$ cat src/verilog/adc_ctrl_defs.svh
// Purpose: Offsets, field positions and reset values of the converter control block
// Assumes: Printed offsets are register indices; byte address is four times the index
// Notes: Definitions only
`ifndef ADC_CTRL_DEFS_SVH
`define ADC_CTRL_DEFS_SVH

`define CTRL_IDX 32'h5000_1500
`define CTRL2_IDX 32'h5000_1502
`define CLEAR_IDX 32'h5000_1508
`define RESULT_IDX 32'h5000_150A

`define CTRL_RST 16'h0000
`define CTRL2_RST 4'h0
`define RESULT_RST 10'h000

`define B_FORCE_ZERO 15
`define B_REG_ON 14
`define B_CHOP 13
`define B_MUTE 12
`define B_SE 11
`define B_SIGN 10
`define F_SEL_HI 9
`define F_SEL_LO 6
`define B_UNMASK 5
`define B_FLAG 4
`define B_CLK_CHOICE 3
`define B_START 1
`define B_EN 0

`define B2_CONST_LOAD 3
`define B2_DYN_LOAD 2
`define B2_ATTEN 1
`define B2_DELAY_SEQ 0

`define LAST_SE_CODE 4'h9
`define DIFF_PAIR_HI 4'h2

`endif

$ cat src/verilog/adc_ctrl_pkg.sv
// Purpose: Types shared by the converter control block
// Assumes: Nothing beyond the defs header
// Notes: Constants live in the defs header
`default_nettype none

package adc_ctrl_pkg;

  typedef enum logic [2:0] {SEL_NONE, SEL_CTRL, SEL_CTRL2, SEL_CLEAR, SEL_RESULT} reg_sel_t;

  typedef enum logic [1:0] {SEQ_IDLE, SEQ_REQ, SEQ_REL} seq_state_t;

  typedef struct packed {
    seq_state_t state;
    logic second;
    logic more;
    logic done;
    logic [9:0] first;
    logic [9:0] res;
  } seq_t;

  function automatic logic [31:0] byte_addr(input logic [31:0] idx);
    return {idx[29:0], 2'b00};
  endfunction

endpackage

`default_nettype wire

$ cat src/verilog/adc_ctrl.sv
// Purpose: APB register file and control of a 10-bit converter core
// Assumes: Zero-wait APB slave; core ready and result are asynchronous levels
// Notes: Result word must be stable while core ready is high
// Contract
// - Bit 15 zeroes regulator; bit 14 enables it
// - Chop takes two opposite-sign samples
// - Mute samples at mid-scale
// - Bit 11 picks differential or single-ended
// - Sign bit inverts input and output polarity
// - Single-ended codes pick pins or internal nodes
// - Differential code zero pins 0/1, else 2/3
// - Bit 5 gates done interrupt out
// - Done flag holds until clear write
// - Bit 3 picks conversion clock
// - Start bit self-clears and sets done flag
// - Enable low holds converter in reset
// - Second bit 3 adds constant load
// - Second bit 2 adds dynamic load
// - Second bit 1 enables triple attenuator
// - Delay sequencing bit never hardware-cleared
// - Result register shows last 10-bit value
// - Clear write drops flag unless a completion lands in the same cycle; reads zero
`default_nettype none

`include "adc_ctrl_defs.svh"

module adc_ctrl (
  input wire logic pclk, // APB clock
  input wire logic presetn, // Async reset, low
  input wire logic psel, // APB select
  input wire logic penable, // APB enable
  input wire logic pwrite, // APB direction
  input wire logic [31:0] paddr, // APB byte address
  input wire logic [31:0] pwdata, // APB write data
  output logic [31:0] prdata, // APB read data
  output logic pready, // APB ready
  output logic pslverr, // APB error
  input wire logic core_ready, // Core sample ready
  input wire logic [9:0] core_result, // Core sample value
  output logic sample_req, // Sample request to core
  output logic sample_sign, // Polarity of sample
  output logic converter_reset_n, // Core reset, low
  output logic regulator_force_zero, // Regulator output to zero
  output logic regulator_on, // Regulator on
  output logic chop_option, // Chop mode
  output logic midscale_sample, // Mid-scale sampling
  output logic single_ended_select, // Single-ended inputs
  output logic [3:0] channel_select, // Channel code
  output logic [3:0] input_route, // Positive input source
  output logic channel_reserved, // Reserved code selected
  output logic conversion_clock_choice, // Digital clock chosen
  output logic constant_load_current, // Constant load on
  output logic dynamic_load_current, // Dynamic load on
  output logic triple_attenuator, // Triple attenuator on
  output logic delay_sequencing_enable, // Delay sequencing on
  output logic done_irq // Interrupt to controller
);
  import adc_ctrl_pkg::*;

  // ****************************************
  // State
  // ****************************************
  typedef struct packed {
    logic [15:0] ctrl;
    logic [3:0] ctrl2;
    logic start;
    logic flag;
    logic [9:0] result;
    logic [31:0] rdata;
    logic err;
  } regs_t;

  regs_t regs_r;
  regs_t regs_nxt;

  logic rdy_s;
  logic seq_done;
  logic [9:0] seq_result;
  logic setup;
  logic access;
  logic go;
  logic clear_wr;
  logic ctrl_wr;
  reg_sel_t sel_now;

  function automatic reg_sel_t decode(input logic [31:0] a);
    if (a == byte_addr(`CTRL_IDX)) begin
      return SEL_CTRL;
    end else if (a == byte_addr(`CTRL2_IDX)) begin
      return SEL_CTRL2;
    end else if (a == byte_addr(`CLEAR_IDX)) begin
      return SEL_CLEAR;
    end else if (a == byte_addr(`RESULT_IDX)) begin
      return SEL_RESULT;
    end else begin
      return SEL_NONE;
    end
  endfunction

  // ****************************************
  // Core side
  // ****************************************
  adc_sync2 #(.W(1)) u_sync (
    .clk(pclk),
    .rst_n(presetn),
    .d(core_ready),
    .q(rdy_s)
  );

  adc_conv_seq u_seq (
    .clk(pclk),
    .rst_n(presetn),
    .en(regs_r.ctrl[`B_EN]),
    .go(go),
    .chop(regs_r.ctrl[`B_CHOP]),
    .sign_inv(regs_r.ctrl[`B_SIGN]),
    .rdy(rdy_s),
    .data(core_result),
    .req(sample_req),
    .sign(sample_sign),
    .done(seq_done),
    .result(seq_result)
  );

  // ****************************************
  // Register file
  // ****************************************
  assign setup = psel && !penable;
  assign access = psel && penable;
  assign sel_now = decode(paddr);
  assign ctrl_wr = access && pwrite && (sel_now == SEL_CTRL);
  assign clear_wr = access && pwrite && (sel_now == SEL_CLEAR);
  // Start needs enable in the same write
  assign go = ctrl_wr && pwdata[`B_START] && pwdata[`B_EN] && !regs_r.start;

  always_comb begin
    regs_nxt = regs_r;
    if (setup) begin
      regs_nxt.err = (sel_now == SEL_NONE);
      case (sel_now)
        SEL_CTRL: regs_nxt.rdata = {16'h0000, regs_r.ctrl[15:5], regs_r.flag,
                                    regs_r.ctrl[`B_CLK_CHOICE], 1'b0, regs_r.start,
                                    regs_r.ctrl[`B_EN]};
        SEL_CTRL2: regs_nxt.rdata = {28'h0000000, regs_r.ctrl2};
        SEL_RESULT: regs_nxt.rdata = {22'h000000, regs_r.result};
        default: regs_nxt.rdata = 32'h0000_0000;
      endcase
    end
    if (ctrl_wr) begin
      regs_nxt.ctrl = {pwdata[15:5], 1'b0, pwdata[`B_CLK_CHOICE], 2'b00, pwdata[`B_EN]};
    end
    if (access && pwrite && (sel_now == SEL_CTRL2)) begin
      regs_nxt.ctrl2 = pwdata[3:0];
    end
    if (go) begin
      regs_nxt.start = 1'b1;
    end
    if (clear_wr) begin
      regs_nxt.flag = 1'b0;
    end
    if (seq_done) begin
      // Completion wins over a clear in the same cycle
      regs_nxt.start = 1'b0;
      regs_nxt.flag = 1'b1;
      regs_nxt.result = seq_result;
    end
    if (!regs_nxt.ctrl[`B_EN]) begin
      regs_nxt.start = 1'b0;
    end
  end

  always_ff @(posedge pclk or negedge presetn) begin
    if (!presetn) begin
      regs_r.ctrl <= `CTRL_RST;
      regs_r.ctrl2 <= `CTRL2_RST;
      regs_r.start <= 1'b0;
      regs_r.flag <= 1'b0;
      regs_r.result <= `RESULT_RST;
      regs_r.rdata <= 32'h0000_0000;
      regs_r.err <= 1'b0;
    end else begin
      regs_r <= regs_nxt;
    end
  end

  // ****************************************
  // Outputs
  // ****************************************
  assign prdata = regs_r.rdata;
  assign pready = 1'b1;
  assign pslverr = access && regs_r.err;

  assign regulator_force_zero = regs_r.ctrl[`B_FORCE_ZERO];
  assign regulator_on = regs_r.ctrl[`B_REG_ON];
  assign chop_option = regs_r.ctrl[`B_CHOP];
  assign midscale_sample = regs_r.ctrl[`B_MUTE];
  assign single_ended_select = regs_r.ctrl[`B_SE];
  assign channel_select = regs_r.ctrl[`F_SEL_HI:`F_SEL_LO];
  assign conversion_clock_choice = regs_r.ctrl[`B_CLK_CHOICE];
  assign converter_reset_n = regs_r.ctrl[`B_EN];
  assign constant_load_current = regs_r.ctrl2[`B2_CONST_LOAD];
  assign dynamic_load_current = regs_r.ctrl2[`B2_DYN_LOAD];
  assign triple_attenuator = regs_r.ctrl2[`B2_ATTEN];
  assign delay_sequencing_enable = regs_r.ctrl2[`B2_DELAY_SEQ];
  assign done_irq = regs_r.flag && regs_r.ctrl[`B_UNMASK];

  // Positive input: pin or node code, or pair base pin
  always_comb begin
    if (single_ended_select) begin
      input_route = channel_select;
      channel_reserved = channel_select > `LAST_SE_CODE;
    end else begin
      input_route = (channel_select == 4'h0) ? 4'h0 : `DIFF_PAIR_HI;
      channel_reserved = 1'b0;
    end
  end
endmodule

`default_nettype wire

$ cat src/verilog/adc_sync2.sv
// Purpose: Two-flop synchroniser for levels from the converter core
// Assumes: Input is a level that holds for several clocks
// Notes: First stage feeds only the second stage
`default_nettype none

module adc_sync2 #(
  parameter int W = 1
) (
  input wire logic clk, // System clock
  input wire logic rst_n, // Async reset, low
  input wire logic [W-1:0] d, // Asynchronous level
  output logic [W-1:0] q // Synchronised level
);
  typedef struct packed {
    logic [W-1:0] s1;
    logic [W-1:0] s2;
  } st_t;

  st_t st_r;
  st_t st_nxt;

  always_comb begin
    st_nxt.s1 = d;
    st_nxt.s2 = st_r.s1;
  end

  always_ff @(posedge clk or negedge rst_n) begin
    if (!rst_n) begin
      st_r <= '0;
    end else begin
      st_r <= st_nxt;
    end
  end

  assign q = st_r.s2;
endmodule

`default_nettype wire

$ cat src/verilog/adc_conv_seq.sv
// Purpose: Sequences one conversion, or a chopped pair, with the converter core
// Assumes: Core raises ready with stable data per request, drops it after request falls
// Notes: Chopped pair result is the mean of both samples
`default_nettype none

module adc_conv_seq
  import adc_ctrl_pkg::*;
(
  input wire logic clk, // System clock
  input wire logic rst_n, // Async reset, low
  input wire logic en, // Converter enabled
  input wire logic go, // Start pulse
  input wire logic chop, // Take opposite-sign pair
  input wire logic sign_inv, // Base sign
  input wire logic rdy, // Synchronised core ready
  input wire logic [9:0] data, // Core sample
  output logic req, // Sample request to core
  output logic sign, // Sign of current sample
  output logic done, // One-cycle completion
  output logic [9:0] result // Final value
);
  seq_t st_r;
  seq_t st_nxt;
  logic [10:0] sum;

  always_comb begin
    st_nxt = st_r;
    st_nxt.done = 1'b0;
    sum = {1'b0, st_r.first} + {1'b0, data};
    case (st_r.state)
      SEQ_IDLE: begin
        if (go) begin
          st_nxt.state = SEQ_REQ;
          st_nxt.second = 1'b0;
        end
      end
      SEQ_REQ: begin
        if (rdy) begin
          st_nxt.state = SEQ_REL;
          if (chop && !st_r.second) begin
            // First half of chopped pair
            st_nxt.first = data;
            st_nxt.more = 1'b1;
          end else begin
            // One completion per chopped pair
            st_nxt.res = chop ? sum[10:1] : data;
            st_nxt.more = 1'b0;
            st_nxt.done = 1'b1;
          end
        end
      end
      SEQ_REL: begin
        if (!rdy) begin
          st_nxt.state = st_r.more ? SEQ_REQ : SEQ_IDLE;
          st_nxt.second = st_r.more;
          st_nxt.more = 1'b0;
        end
      end
      default: st_nxt.state = SEQ_IDLE;
    endcase
    if (!en) begin
      // Disabled core is held idle
      st_nxt.state = SEQ_IDLE;
      st_nxt.more = 1'b0;
      st_nxt.done = 1'b0;
    end
  end

  always_ff @(posedge clk or negedge rst_n) begin
    if (!rst_n) begin
      st_r <= '0;
    end else begin
      st_r <= st_nxt;
    end
  end

  assign req = (st_r.state == SEQ_REQ);
  assign sign = sign_inv ^ st_r.second;
  assign done = st_r.done;
  assign result = st_r.res;
endmodule

`default_nettype wire

$ cat config.mk
export PLATFORM = sky130hd
export DESIGN_NAME = adc_ctrl
export DESIGN_NICKNAME = d
export VERILOG_FILES = /design/src/verilog/adc_ctrl_pkg.sv /design/src/verilog/adc_ctrl.sv /design/src/verilog/adc_sync2.sv /design/src/verilog/adc_conv_seq.sv
export VERILOG_INCLUDE_DIRS = /design/src /design/src/verilog
export SDC_FILE = /design/constraint.sdc
export NUM_CORES = 1
export LEC_CHECK = 0
export BUFFER_PORTS_ARGS = -buffer_cell sky130_fd_sc_hd__buf_2
export CORE_MARGIN = 2
export CORE_UTILIZATION = 45
export CTS_CLUSTER_SIZE = 40
export DETAILED_ROUTE_END_ITERATION = 8
export PLACE_DENSITY_LB_ADDON = 0.3
export SLEW_MARGIN = 20
export SYNTH_ARGS = -nofsm -noshare
export SYNTH_HDL_FRONTEND = slang
export SYNTH_SLANG_ARGS = --single-unit
$ cat constraint.sdc
create_clock -name pclk -period 2.24 [get_ports pclk]
set_clock_uncertainty 0.1 [all_clocks]
set_input_delay 0.448 -clock pclk [delete_from_list [all_inputs] [get_ports pclk]]
set_output_delay 0.448 -clock pclk [all_outputs]
set_load 0.005 [all_outputs]
* Word-level counts from Yosys, hierarchy flattened
Index checks and enable logic that the tools add are counted.
Storage, ports and cells: memory bits (read-only) 0, word-level logic and storage cells 91, memories kept 0, memory bits (writable) 0, register bits after elaboration 89, output and inout bits 57, bits in latches 0
Cells by class: muxes and demuxes 29, bitwise logic cells 2, reductions and logical operators 25, shift operators 0, equal/unequal tests 17, order comparisons 1, divide/modulo/power cells 0, $add $sub $neg 1, multiply operators 0
Operators with widths (number):
- $eq A32 B31 Y1 const B | 4
- $pmux W16 S3 | 1
- $mux W10 | 3
- $mux W22 | 1
- $mux W21 | 1
- $mux W3 | 5
- $reduce_and A3 Y1 | 5
- $logic_and A1 B1 Y1 | 12
- $mux W12 | 1
- $add A10 B10 Y11 | 1
- $mux W1 | 8
- $mux W2 | 4
- $mux W4 | 2
- $eq A3 B2 Y1 const B | 2
- $ne A3 B2 Y1 const B | 2
- $ne A3 B3 Y1 const B | 2
- $pmux W2 S3 | 1
- $gt A4 B4 Y1 const B | 1
- $logic_not A4 Y1 | 1
- $ne A2 B2 Y1 const B | 2
- $pmux W1 S2 | 2
- $reduce_bool A2 Y1 | 2
- $eq A3 B1 Y1 const B | 1
- $eq A3 B3 Y1 const B | 1
- other kinds (8) | 10

* Longest topological paths before layout
word-level depth 13, gate-level depth with buffers 8

* Cells and area by module
From an unflattened synthesis, not the netlist that was laid out.
Second synthesis, totals: cell total of the unflattened synthesis 383, area, all modules 4177.8 µm²
Modules (own cells, without submodules):
- adc_ctrl | cells an instance 211, area an instance 2527.4 µm², instances 1, seq. area each 1151.1 µm²
- adc_conv_seq | cells an instance 170, area an instance 1600.3 µm², instances 1, seq. area each 625.6 µm²
- adc_sync2 | cells an instance 2, area an instance 50.0 µm², instances 1, seq. area each 50.0 µm²

* Worst setup path before layout
OpenSTA, ideal clock, no wires.
path kind input-to-reg, from input core_result[0], to register u_seq.st_r (netlist bit u_seq.result[7]), required time 2.072 ns, buffers on the path 0, path slack -0.268 ns, library setup time 0.068 ns, cell stages on the path 8, data arrival time 2.340 ns, path through and2_1 -> fa_1 -> a21o_1 -> a211o_1 -> a2111oi_0 -> nor3_1 -> or3_1 -> nand3_1
On the way: cells in the longest elaborated chain, start to end 2
RTL lines:
- start, declared | RTL line adc_ctrl.sv:39 | input wire logic [9:0] core_result,
- $add A10 B10 Y11 | RTL line adc_conv_seq.sv:29 | sum = {1'b0, st_r.first} + {1'b0, data};
- $mux W10 | RTL line adc_conv_seq.sv:46 | st_nxt.res = chop ? sum[10:1] : data;
- end signal, assigned | RTL line adc_conv_seq.sv:73 | st_r <= st_nxt;
- end, declared | RTL line adc_conv_seq.sv:22 | seq_t st_r;
Every way passes these cells. A chain may end at the register's enable or synchronous reset.

* Worst setup path in the final report
from register u_seq.st_r[10] (netlist bit), to register u_seq.st_r (netlist bit u_seq.result[7])
On the way: cells in the longest elaborated chain, start to end 2
RTL lines (RTL line):
- $add A10 B10 Y11 | adc_conv_seq.sv:29
- $mux W10 | adc_conv_seq.sv:46
Every way passes these cells.

==> results.md <==
- Most frequent cells after synthesis: dfrtp_1 (73), buf_4 (37), mux2_2 (35), nand2_1 (18), nor2_1 (16)
- Via-to-Cell Ratio: 5.146
- FF+latch area: 1827 um^2
- Total GRT Usage: 0.1833
- Failing checks: setup timing
- CP Data Required Time: 2.43 ns
- Yosys top cell by area: dfrtp_1
- Synth Area in Simple Gates: 0.1315
- Synth area leaders: dfrtp_1 (47%), mux2_2 (10%), buf_4 (7.2%)
- Antenna diode count: 0
- Share of power burned in registers: 0.534
- Site Rows: 33
- Static leakage: 2.468 nW
- Vias in the first global route: 2760
- Setup Crit Path Kind: reg -> reg
- VDD IR-drop max: 0.3101 mV
- Initial Util: 0.4668
- Synth warnings: 0
- Largest family of logic cells by synthesized area: simple AND/OR/NAND/NOR gates
- Ys flop type: dfrtp_1
- Count leader, synth: dfrtp_1
- DP Wirelength: 6360 um
- Util after Layout: 0.5705
- Internal: 1.826 mW
- Clock H-tree levels: 3
- DRC Markers: 0
- Mux cell area share after synthesis: 0.1308
- Ys async rst share: 1.000
- CTS tree: done
- Setup slack at placement: -0.3044 ns
- Die Ht: 96.56 um
- Hold Path Class: in -> reg
- Reg2Reg Capture Point: u_seq.result[7]$_DFFE_PN0P_
- Initial antenna violation count: 0
- Final period util: 1.040
- TritonRoute pass-1 iters: 4
- Num CTS Buffers: 9
- # setup viols final: 2
- Die Area: 9323 um^2
- Post-route antenna net violation count: 0
- Core box area: 8258 um^2
- Number of max-cap violations: 0
- Synthesis-to-layout area growth: 22.20%
- Hold Startpoint: core_ready
- P_sw: 0.6616 mW
- Worst Setup Start Kind: flop
- Status: finished with violations
- Clk sinks: 73
- Die W: 96.56 um
- Reg2Reg Setup Slack: -0.09 ns
- Final nets: 541
- Setup TNS: -0.1639 ns
- Worst-path maximum fanout: 2
- Synth Area in Adders: 0.03440
- Final Instance Area: 4711 um^2
- FMAX: 429.4 MHz
- Synth top area share: 0.4739
- Largest net degree at the start of global routing: 33
- Overflow after GRT: 0
- Final hold violations: 0
- RR Startpoint: u_seq.st_r[10]$_DFFE_PN0P_
- Fin. max-slew vios: 0
- Mapped Cells: 340
- Clock slew at reported path FFs: 0.09 ns
- Via count: 2887
- FF-to-FF path depth: 8
- Mean cell area of the mapped netlist: 11.34 um^2
- Min Clock Period, post-route: 2.329 ns
- Fill count: 745
- WL final: 8434 um
- Number of synthesized register bits: 73
- CP endpoint kind: flop
- Critical Path Max Stage Delay: 0.39 ns
- RSZ-0062 raised after global routing: yes
- Slowest-stage cell, CP: dfrtp_1
- First-pass GRT wire length: 13150 um
- Final setup margin: -0.08863 ns
- Gpl congestion: 0.8014
- Worst Tran Pin Value: 0.5754 ns
- Area of the multi-input gates: 1777 um^2
- Critical-path cell list: and2_4 -> fa_2 -> a21o_1 -> a211o_1 -> a2111oi_4 -> nor3_2 -> or3_1 -> nand3_1
- Share of cells above drive strength 1: 0.4539
- Switch share: 0.2659
- Synth Cell Area: 3855 um^2
- Slew headroom: 0.6164
- Seq/Total Area, Yosys: 0.4739
- Arrival @ worst endpoint: 2.52 ns
- Cell Area, Placed: 4448 um^2
- Cell Pwr Density: 528.1 nW/um^2
- Initial DRC Count: 124
- Hold Path Depth: 1
- Part of the power in the clock network: 0.393
- I/O pin count: 137
- Post-synth EDFFs: 0
- Post-synth cell types: 56
- Clock Latency Late Sink: 0.34 ns
- Clock buffer depth: 2
- XOR/XNOR Fraction of Synth Area: 0.01590
- Clock Tree Root: clkbuf_8
- Power share of the combinational group: 0.074
- WHS Endpoint: u_sync.st_nxt[0]$_DFF_PN0_
- Compound-gate portion of the synthesized area: 0.1178
- I/O Buffers: 102
- Routed len/inst: 15.03 um
==> layout by cell type, fill, tap and decap left out, types with 2 or more instances in the layout <==
cell type and instances:
a21o_1 2, a21oi_1 10, a21oi_2 2, a222oi_1 6, a22o_1 12, and2_1 4
and3_1 2, buf_2 102, buf_4 29, clkbuf_8 9, clkinvlp_4 3, conb_1 17
dfrtp_1 73, ha_1 9, inv_1 9, inv_6 3, mux2_2 35, mux2_4 4
mux2i_1 5, nand2_1 18, nand2b_1 2, nand3_1 6, nand4_1 5, nor2_1 16
nor2_2 2, nor2b_1 4, nor3_1 6, nor3b_1 3, nor4_2 3, nor4b_2 3
o21a_1 3, o21ai_0 14, or3_1 2, xnor2_1 4, xor2_1 3
==> metrics by stage <==
step / hold WS (ns) / power, mW / cells
6_report: 0.1046 / 2.488 / 561
5_1_grt: 0.09008 / 2.590 / 561
4_1_cts: 0.09455 / 2.515 / 559
3_5_place_dp: 0.2347 / 1.535 / 540
3_3_place_gp: 0.2334 / 1.531 / 540
2_1_floorplan: 0.05241 / 1.432 / 355
==> registers in the layout, indices dropped and copies added, names as in the netlist, 4 cells and up <==
name / count
channel_select: 4
prdata: 16
regs_r: 15
u_seq.result: 10
u_seq.st_r: 14
==> per-layer routing <==
layer  wire, um  global-route usage  part of all wire  vias to the layer above
li1           -                   -                 -                     1396
met1       3824              0.2391              0.45                     1377
met2       3963              0.3096              0.47                      105
met3        561             0.03569             0.067                        9
met4         85             0.05634             0.010                        0
met5          0                   0                 0                        -
==> cells by family (layout without fill, tap and decap cells) <==
logic type               after synthesis  in the layout
buffers and inverters                 57            158
flip-flops                            73             73
other                                  2             17
AND/OR/NAND/NOR                       85             85
XOR/XNOR                               7              7
multiplexers                          44             44
AO/OA/AOI/OAI                         62             62
adder cells (fa/ha/maj)               10             10
==> critical path: cells and delay by family (launching register included) <==
family / cells / cell delay [ns]
AOI/OAI and AO/OA: 3 / 0.81
and+or+nand+nor: 4 / 0.63
adders and majority gates: 1 / 0.34
DFF: 1 / 0.39
==> area by class of cell <==
class,instances,share of cell area
clock inverters,7,0.01275
clock buffers,9,0.02629
well taps,105,0.02789
flip-flops and latches,73,0.3878
multi-input cells,225,0.3772
inverters,9,0.007171
repair buffers,133,0.1610
==> worst max path at each step <==
stage | start | to | slack (ns) | cells after the start
3_3_place_gp | core_result[0] | u_seq.result[7]$_DFFE_PN0P_ | -0.29 | 9
5_1_grt | u_seq.st_r[10]$_DFFE_PN0P_ | u_seq.result[7]$_DFFE_PN0P_ | -0.20 | 8
3_5_place_dp | core_result[0] | u_seq.result[7]$_DFFE_PN0P_ | -0.30 | 9
2_1_floorplan | core_result[0] | u_seq.result[7]$_DFFE_PN0P_ | -0.11 | 8
4_1_cts | u_seq.st_r[10]$_DFFE_PN0P_ | u_seq.result[7]$_DFFE_PN0P_ | -0.09 | 8
6_report | u_seq.st_r[10]$_DFFE_PN0P_ | u_seq.result[7]$_DFFE_PN0P_ | -0.09 | 8
==> timing repair <==
item / 4_1_cts / 5_1_grt
setup endpoints to repair: 2 / 3
cloned: 0 / 0
setup buffers: 2 / 2
gates resized for setup: 1 / 6
hold endpoints to repair: 19 / 0
hold buffers: 1 / 0
==> power groups by stage <==
stage                     Sequential (mW)  Clock [mW]  Combinational, mW
after global placement               1.35           0              0.177
after CTS                            1.33        1.00              0.183
after floorplan                      1.35           0             0.0795
final                                1.33       0.977              0.183
after detailed placement             1.35           0              0.181
after global routing                 1.33        1.05              0.207
(Power assumes the default switching activity.)
